<file path="src/pkg/ebio_pkg.sv">
package ebio_pkg;

    // ------------------------------------------------------------
    // register window
    // ------------------------------------------------------------
    localparam logic [31:0] BASE_ADDR = 32'h400C_0900;
    localparam int WIN_MSB = 5;
    localparam logic [5:0] OFF_DATA = 6'h00;
    localparam logic [5:0] OFF_OE = 6'h04;
    localparam logic [5:0] OFF_FR2 = 6'h0C;
    localparam logic [5:0] OFF_FR3 = 6'h10;
    localparam logic [5:0] OFF_PU = 6'h2C;
    localparam logic [5:0] OFF_IE = 6'h38;

    // ------------------------------------------------------------
    // fields and reset values
    // ------------------------------------------------------------
    localparam int PORT_W = 8;
    localparam logic [7:0] RST_DATA = 8'h00;
    localparam logic [7:0] RST_OE = 8'h00;
    localparam logic [7:0] RST_FR2 = 8'h00;
    localparam logic [7:0] RST_FR3 = 8'h00;
    localparam logic [7:0] RST_PU = 8'h00;
    localparam logic [7:0] RST_IE = 8'h00;
    localparam logic [7:0] FR2_MASK = 8'h80;
    localparam logic [7:0] FR3_MASK = 8'hC0;
    localparam int IRQ_PIN = 7;
    localparam int TIN1_PIN = 7;
    localparam int TIN0_PIN = 6;

    // ------------------------------------------------------------
    // bus answers
    // ------------------------------------------------------------
    localparam logic [1:0] RESP_OKAY = 2'h0;
    localparam logic [1:0] RESP_SLVERR = 2'h2;
    localparam logic [1:0] RESP_DECERR = 2'h3;

    typedef enum logic [2:0] {
        SEL_DATA, SEL_OE, SEL_FR2, SEL_FR3, SEL_PU, SEL_IE, SEL_RSVD, SEL_OUT
    } ebio_sel_t;

    // maps a byte address onto the register it selects
    function automatic ebio_sel_t ebio_decode(input logic [31:0] a);
        ebio_sel_t s;
        s = SEL_RSVD;
        if (a[31:WIN_MSB+1] != BASE_ADDR[31:WIN_MSB+1]) begin
            s = SEL_OUT;
        end else begin
            case (a[WIN_MSB:0])
                OFF_DATA: s = SEL_DATA;
                OFF_OE: s = SEL_OE;
                OFF_FR2: s = SEL_FR2;
                OFF_FR3: s = SEL_FR3;
                OFF_PU: s = SEL_PU;
                OFF_IE: s = SEL_IE;
                default: s = SEL_RSVD;
            endcase
        end
        return s;
    endfunction

endpackage

</file>
<file path="src/pkg/ebio_cfg_if.sv">
`timescale 1ns/1ps
interface ebio_cfg_if;
    logic [7:0] data;
    logic [7:0] oe;
    logic [7:0] pu;
    logic [7:0] ie;
    logic [7:0] fr2;
    logic [7:0] fr3;
    logic [7:0] level;
    logic stop;
    modport regs (output data, oe, pu, ie, fr2, fr3, stop, input level);
    modport drive (input data, oe, pu, ie);
    modport sense (input ie, fr2, fr3, stop, output level);
endinterface

</file>
<file path="src/design/ebio_pin_drive.sv">
`timescale 1ns/1ps
module ebio_pin_drive (
    input wire logic ref_clk,
    input wire logic reset,
    ebio_cfg_if.drive cfg,
    output logic [7:0] pin_out,
    output logic [7:0] pin_oe,
    output logic [7:0] pin_pullup,
    output logic [7:0] analog_ready
);
    typedef struct packed {
        logic [7:0] out;
        logic [7:0] oe;
        logic [7:0] pu;
        logic [7:0] an;
    } ebio_drv_t;

    ebio_drv_t st;
    ebio_drv_t nx;

    // pad controls follow the registers one cycle later
    always_comb begin
        nx = st;
        nx.out = cfg.data;
        nx.oe = cfg.oe;
        nx.pu = cfg.pu;
        nx.an = ~cfg.ie & ~cfg.pu;
    end

    // state register, everything off after reset
    always_ff @(posedge ref_clk) begin
        if (reset) begin
            st <= '0;
        end else begin
            st <= nx;
        end
    end

    assign pin_out = st.out;
    assign pin_oe = st.oe;
    assign pin_pullup = st.pu;
    assign analog_ready = st.an;
endmodule

</file>
<file path="src/design/ebio_pin_sense.sv">
`timescale 1ns/1ps
module ebio_pin_sense (
    input wire logic ref_clk,
    input wire logic reset,
    ebio_cfg_if.sense cfg,
    input wire logic [7:0] pin_in,
    output logic external_irq_nine,
    output logic timer_capture_in0,
    output logic timer_capture_in1
);
    typedef struct packed {
        logic [7:0] level;
        logic irq;
        logic tin0;
        logic tin1;
    } ebio_sns_t;

    ebio_sns_t st;
    ebio_sns_t nx;
    logic [7:0] buf_in;

    // disabled input buffers read as zero
    assign buf_in = pin_in & cfg.ie;

    // route buffered pins to peripheral inputs
    always_comb begin
        nx = st;
        nx.level = buf_in;
        // stop mode only passes the interrupt pin if it is routed as a wake source
        nx.irq = buf_in[ebio_pkg::IRQ_PIN]
            && (!cfg.stop || cfg.fr2[ebio_pkg::IRQ_PIN]);
        nx.tin1 = buf_in[ebio_pkg::TIN1_PIN]
            && cfg.fr3[ebio_pkg::TIN1_PIN];
        nx.tin0 = buf_in[ebio_pkg::TIN0_PIN]
            && cfg.fr3[ebio_pkg::TIN0_PIN];
    end

    // state register
    always_ff @(posedge ref_clk) begin
        if (reset) begin
            st <= '0;
        end else begin
            st <= nx;
        end
    end

    assign cfg.level = st.level;
    assign external_irq_nine = st.irq;
    assign timer_capture_in0 = st.tin0;
    assign timer_capture_in1 = st.tin1;
endmodule

</file>
<file path="src/design/ebio_port_j.sv">
`timescale 1ns/1ps
module ebio_port_j (
    input wire logic ref_clk,
    input wire logic reset,
    input wire logic [31:0] s_axi_awaddr,
    input wire logic s_axi_awvalid,
    output logic s_axi_awready,
    input wire logic [31:0] s_axi_wdata,
    input wire logic [3:0] s_axi_wstrb,
    input wire logic s_axi_wvalid,
    output logic s_axi_wready,
    output logic [1:0] s_axi_bresp,
    output logic s_axi_bvalid,
    input wire logic s_axi_bready,
    input wire logic [31:0] s_axi_araddr,
    input wire logic s_axi_arvalid,
    output logic s_axi_arready,
    output logic [31:0] s_axi_rdata,
    output logic [1:0] s_axi_rresp,
    output logic s_axi_rvalid,
    input wire logic s_axi_rready,
    input wire logic stop_mode,
    input wire logic [7:0] pin_in,
    output logic [7:0] pin_out,
    output logic [7:0] pin_oe,
    output logic [7:0] pin_pullup,
    output logic [7:0] analog_ready,
    output logic external_irq_nine,
    output logic timer_capture_in0,
    output logic timer_capture_in1
);

    // ------------------------------------------------------------
    // state
    // ------------------------------------------------------------
    typedef struct packed {
        logic aw_got;
        logic w_got;
        logic [31:0] awaddr;
        logic [7:0] wdata;
        logic wstb;
        logic awready;
        logic wready;
        logic bvalid;
        logic [1:0] bresp;
        logic arready;
        logic rvalid;
        logic [7:0] rdata;
        logic [1:0] rresp;
        logic [7:0] data;
        logic [7:0] oe;
        logic [7:0] fr2;
        logic [7:0] fr3;
        logic [7:0] pu;
        logic [7:0] ie;
    } ebio_state_t;

    ebio_state_t st;
    ebio_state_t nx;
    ebio_pkg::ebio_sel_t wsel;
    ebio_pkg::ebio_sel_t rsel;

    ebio_cfg_if cfg();

    // ------------------------------------------------------------
    // address decode
    // ------------------------------------------------------------

    // write uses the held address, read the live one
    assign wsel = ebio_pkg::ebio_decode(st.awaddr);
    assign rsel = ebio_pkg::ebio_decode(s_axi_araddr);

    // ------------------------------------------------------------
    // next state
    // ------------------------------------------------------------

    // bus slave and register file in one pass
    always_comb begin
        nx = st;
        // address and data are taken independently
        if (s_axi_awvalid && st.awready) begin
            nx.aw_got = 1'b1;
            nx.awaddr = s_axi_awaddr;
        end
        if (s_axi_wvalid && st.wready) begin
            nx.w_got = 1'b1;
            nx.wdata = s_axi_wdata[7:0];
            nx.wstb = s_axi_wstrb[0];
        end
        // commit once both halves are held
        if (st.aw_got && st.w_got) begin
            nx.aw_got = 1'b0;
            nx.w_got = 1'b0;
            nx.bvalid = 1'b1;
            nx.bresp = ebio_pkg::RESP_OKAY;
            case (wsel)
                ebio_pkg::SEL_DATA: begin
                    if (st.wstb) begin
                        nx.data = st.wdata;
                    end
                end
                ebio_pkg::SEL_OE: begin
                    if (st.wstb) begin
                        nx.oe = st.wdata;
                    end
                end
                ebio_pkg::SEL_FR2: begin
                    if (st.wstb) begin
                        nx.fr2 = st.wdata & ebio_pkg::FR2_MASK;
                    end
                end
                ebio_pkg::SEL_FR3: begin
                    if (st.wstb) begin
                        nx.fr3 = st.wdata & ebio_pkg::FR3_MASK;
                    end
                end
                ebio_pkg::SEL_PU: begin
                    if (st.wstb) begin
                        nx.pu = st.wdata;
                    end
                end
                ebio_pkg::SEL_IE: begin
                    if (st.wstb) begin
                        nx.ie = st.wdata;
                    end
                end
                ebio_pkg::SEL_RSVD: begin
                    nx.bresp = ebio_pkg::RESP_SLVERR;
                end
                default: begin
                    nx.bresp = ebio_pkg::RESP_DECERR;
                end
            endcase
        end
        if (st.bvalid && s_axi_bready) begin
            nx.bvalid = 1'b0;
        end
        // read answers one cycle after the address is taken
        if (s_axi_arvalid && st.arready) begin
            nx.rvalid = 1'b1;
            nx.rresp = ebio_pkg::RESP_OKAY;
            nx.rdata = 8'h00;
            case (rsel)
                ebio_pkg::SEL_DATA: begin
                    nx.rdata = cfg.level;
                end
                ebio_pkg::SEL_OE: begin
                    nx.rdata = st.oe;
                end
                ebio_pkg::SEL_FR2: begin
                    nx.rdata = st.fr2;
                end
                ebio_pkg::SEL_FR3: begin
                    nx.rdata = st.fr3;
                end
                ebio_pkg::SEL_PU: begin
                    nx.rdata = st.pu;
                end
                ebio_pkg::SEL_IE: begin
                    nx.rdata = st.ie;
                end
                ebio_pkg::SEL_RSVD: begin
                    nx.rresp = ebio_pkg::RESP_SLVERR;
                end
                default: begin
                    nx.rresp = ebio_pkg::RESP_DECERR;
                end
            endcase
        end else if (st.rvalid && s_axi_rready) begin
            nx.rvalid = 1'b0;
        end
        // one write and one read in flight at most
        nx.awready = !nx.aw_got && !nx.bvalid;
        nx.wready = !nx.w_got && !nx.bvalid;
        nx.arready = !nx.rvalid;
    end

    // state register
    always_ff @(posedge ref_clk) begin
        if (reset) begin
            st <= '0;
            st.data <= ebio_pkg::RST_DATA;
            st.oe <= ebio_pkg::RST_OE;
            st.fr2 <= ebio_pkg::RST_FR2;
            st.fr3 <= ebio_pkg::RST_FR3;
            st.pu <= ebio_pkg::RST_PU;
            st.ie <= ebio_pkg::RST_IE;
        end else begin
            st <= nx;
        end
    end

    // ------------------------------------------------------------
    // outputs and pin logic
    // ------------------------------------------------------------

    // bus outputs, upper data bits read as zero
    assign s_axi_awready = st.awready;
    assign s_axi_wready = st.wready;
    assign s_axi_bvalid = st.bvalid;
    assign s_axi_bresp = st.bresp;
    assign s_axi_arready = st.arready;
    assign s_axi_rvalid = st.rvalid;
    assign s_axi_rresp = st.rresp;
    assign s_axi_rdata = {24'h000000, st.rdata};

    // configuration handed to the pin paths
    assign cfg.data = st.data;
    assign cfg.oe = st.oe;
    assign cfg.pu = st.pu;
    assign cfg.ie = st.ie;
    assign cfg.fr2 = st.fr2;
    assign cfg.fr3 = st.fr3;
    assign cfg.stop = stop_mode;

    // drivers and pull-ups
    ebio_pin_drive u_drive (
        .ref_clk(ref_clk),
        .reset(reset),
        .cfg(cfg.drive),
        .pin_out(pin_out),
        .pin_oe(pin_oe),
        .pin_pullup(pin_pullup),
        .analog_ready(analog_ready)
    );

    // input buffers and routing
    ebio_pin_sense u_sense (
        .ref_clk(ref_clk),
        .reset(reset),
        .cfg(cfg.sense),
        .pin_in(pin_in),
        .external_irq_nine(external_irq_nine),
        .timer_capture_in0(timer_capture_in0),
        .timer_capture_in1(timer_capture_in1)
    );
endmodule

</file>
<file path="config.mk">
export PLATFORM = sky130hd
export DESIGN_NAME = ebio_port_j
export DESIGN_NICKNAME = d
export VERILOG_FILES = /design/src/pkg/ebio_pkg.sv /design/src/pkg/ebio_cfg_if.sv /design/src/design/ebio_pin_drive.sv /design/src/design/ebio_pin_sense.sv /design/src/design/ebio_port_j.sv
export SDC_FILE = /design/constraint.sdc
export NUM_CORES = 1
export LEC_CHECK = 0
export ABC_AREA = 1
export CAP_MARGIN = 20
export CORE_MARGIN = 2
export CORE_UTILIZATION = 60
export CTS_CLUSTER_DIAMETER = 80
export DETAILED_ROUTE_END_ITERATION = 7
export DONT_BUFFER_PORTS = 1
export GPL_ROUTABILITY_DRIVEN = 0
export PLACE_DENSITY = 0.86
export SLEW_MARGIN = 20
export SYNTH_ARGS = -nofsm -noshare
export SYNTH_HDL_FRONTEND = slang
export SYNTH_HIERARCHICAL = 1
export SYNTH_SLANG_ARGS = --single-unit
</file>
<file path="constraint.sdc">
create_clock -name ref_clk -period 4.5 [get_ports ref_clk]
set_input_delay 0.9 -clock ref_clk [delete_from_list [all_inputs] [get_ports ref_clk]]
set_output_delay 0.9 -clock ref_clk [all_outputs]
set_load 0.01 [all_outputs]
</file>
==> results_dict.tcl <==
set metrics [dict create \
    cts_sinks 138 \
    wl_per_cell_um 12.6 \
    cp_num_buf_inv 1 \
    tritoncts "built" \
    cts_buffer_depth 2 \
    area_growth_pct 7.35 \
    yosysWarningCount 6 \
    cp_top_family "simple AND/OR/NAND/NOR gates" \
    core_area_sq_um 9730 \
    skew_ps 8.41 \
    crit_type "in -> reg" \
    grt_setup_unrepaired "false" \
    grt_antenna_before_repair 0 \
    ys_seq_area_share_pct 46.3 \
    cts_setup_buffers 0 \
    max_slew.worst_pin.slew_ps 896 \
    layout_common_cells "210 x nor2_1, 138 x dfxtp_1, 112 x nand2_1" \
    dp_hpwl_mm 8.43 \
    drive_gt1_share_pct 10.4 \
    endpoint "s_axi_rdata[6]" \
    drt-total-wl_mm 12.0 \
    critPathMaxFanout 5 \
    status "finished clean" \
    htreeDepth 4 \
    slew_headroom_pct 40.2 \
    p_per_area_nw_per_um2 430 \
    cap_violations 0 \
    root_buffer "clkbuf_8" \
    critPathSlowestCell "nor2_1" \
    reg2reg_from "st[74]" \
    r2r-end "cfg.pu[7]" \
    firstDrtPassIters 7 \
    vias 4801 \
    path_clk_slew_ps 60 \
    critical_path.startpoint "s_axi_araddr[13]" \
    worstPathRequired_ps 4890 \
    cp-end-kind "register" \
    maxSlewViolCount 0 \
    antennaDiodeCount 0 \
    syn-instance-count 819 \
    holdBufCountCts 0 \
    crit_path_max_incr_delay_ps 260 \
    leakage_uw 0.00292 \
    dieArea_sq_um 10800 \
    rows 36 \
    grt_pass1_wl_mm 20.4 \
    setup_viol 0 \
    rrSetupSlack_ps 2620 \
    ys_ff_latch 138 \
    min-delay-path-class "reg -> reg" \
    tns_ps 0 \
    yosysUniqueCellTypes 32 \
    io_buffers 0 \
    avgSynthCellArea_sq_um 7.29 \
    insertion_delay_ps 500 \
    drc_errors 0 \
    finalPower_uw 2760 \
    grt_overflow_total 0 \
    layout_commonest_cell "nor2_1" \
    cts_resized 0 \
    grt_use_total_pct 23.2 \
    peakVddDrop_uv 242 \
    hold_viol 0 \
    max_freq_ghz 0.515 \
    grt_max_degree 60 \
    period_needed_ps 1940 \
    cp_cell_sequence "nor2_1 -> nand2_1 -> nor2_1 -> nand2_1 -> nor2_1 -> inv_1 -> nor2_1 -> nor2_1 -> nand2_1 -> nand3_1 -> o21ai_0 -> a21oi_1" \
    ant_nets 0 \
    post-route-period-util_pct 43.1 \
    drt-initial-drc-count 195 \
    vias_per_cell 5.05 \
    path_common_cell "nor2_1" \
    startpoint_type "input port" \
    die_h_um 104 \
    nets 920 \
    initial_core_util_pct 61.4 \
    cp.arrival_ps 2330 \
    cp_num_cells 12 \
    fp.dieW_um 104 \
    grt_pass1_vias 4549 \
    holdWs_ps 415 \
    r2r_cells 12 \
    ios 192 \
    cts_made_buffers 17 \
    netlist_area_sq_um 5970 \
]
-- per-layer routing --
| metal | wire (um) | share of wire (%) | track usage [%] |
|---|---|---|---|
| met1 | 5120 | 43 | 27.7 |
| met2 | 5560 | 46 | 38.1 |
| met3 | 1040 | 8.7 | 8.50 |
| met4 | 249 | 2.1 | 8.88 |
| met5 | 0 | 0 | 0 |
-- how the worst min path moves through the flow --
stage | startpoint | depth (start not counted) | slack [ps] | end
floorplan | cfg.data[0] | 2 | 400 | u_drive/pin_out[0]
global placement | cfg.data[3] | 2 | 410 | u_drive/pin_out[3]
detailed placement | cfg.data[0] | 2 | 410 | u_drive/pin_out[0]
CTS | cfg.data[7] | 2 | 420 | u_drive/pin_out[7]
global route | cfg.data[1] | 2 | 430 | u_drive/pin_out[1]
finish | cfg.data[7] | 2 | 420 | u_drive/pin_out[7]
-- report_power, final --
part	switching, uW	internal (uW)
registers	31.5	1260
clock network	562	756
logic	98.9	45.4
total	692	2060
-- state kept, by name (all words and copies together) (netlist names) --
| signal | flops |
|---|---|
| s_axi_arready | 1 |
| u_drive/pin_pullup | 8 |
| u_drive/analog_ready | 8 |
| cfg.pu | 8 |
| s_axi_bresp | 2 |
| cfg.oe | 8 |
| s_axi_rvalid | 1 |
| u_drive/pin_oe | 8 |
| cfg.ie | 8 |
| cfg.fr2 | 1 |
| u_drive/pin_out | 8 |
| u_sense/cfg.level | 8 |
| u_sense/timer_capture_in1 | 1 |
| u_sense/timer_capture_in0 | 1 |
| s_axi_rdata | 8 |
| cfg.fr3 | 2 |
| s_axi_wready | 1 |
| u_sense/external_irq_nine | 1 |
| s_axi_rresp | 2 |
| cfg.data | 8 |
| s_axi_bvalid | 1 |
| st | 43 |
| s_axi_awready | 1 |
-- synthesized netlist by cell type --
library cell,number,area [sq um]
nand4_1,4,25.0
inv_2,11,41.3
nand3_4,2,35.0
nor2_8,4,80.1
nor3_1,4,20.0
buf_1,2,7.51
nand3_1,36,180
a21oi_2,1,8.76
nor4_1,2,12.5
inv_4,1,6.26
nand2_1,112,420
a31oi_1,1,6.26
nor3_2,2,20.0
o21ai_1,8,40.0
and2_1,1,6.26
conb_1,1,3.75
buf_4,36,270
a21oi_1,29,145
nor2_4,8,90.1
inv_1,81,304
nor2_1,210,788
clkbuf_1,16,60.1
clkinv_1,3,11.3
dfxtp_1,138,2760
nor2_2,11,68.8
o21ai_4,1,16.3
o21ai_0,79,395
o21ai_2,1,8.76
nand3_2,3,30.0
nand2_2,3,18.8
buf_6,5,56.3
nand2_4,3,33.8
-- metrics by stage --
stage               instances  instance area [sq um]  worst slack, ps  utilization [%]
floorplan                 842                   6060             2390                -
global route              950                   6410             2360             65.9
global placement          918                   5850             2140             60.1
detailed placement        918                   5850             2100             60.1
CTS                       950                   6410             2610             65.9
finish                    950                   6410             2560             65.9
-- worst min-delay path, cell delays in order (launching register included) --
cell and delay (ps):
dfxtp_1 310, inv_1 40, nor2_1 30
-- kinds of logic (layout without fill, tap and decap cells) --
family,count (synthesis),in the layout,synth area share (%)
DFF,138,138,46.3
buffers and inverters,155,130,12.7
AOI/OAI and AO/OA,120,120,10.4
other,1,24,0.0628
and+or+nand+nor,405,405,30.6
-- layout make-up --
| cell class | instances | area (sq um) |
|---|---|---|
| clock buffer | 17 | 414 |
| clock inverter | 15 | 151 |
| fill | 866 | 3320 |
| inverter | 96 | 363 |
| multi-input combinational | 549 | 2540 |
| sequential | 138 | 2760 |
| tap | 133 | 166 |
| timing repair buffer | 2 | 15.0 |
Power figures use the tool's default switching activity.
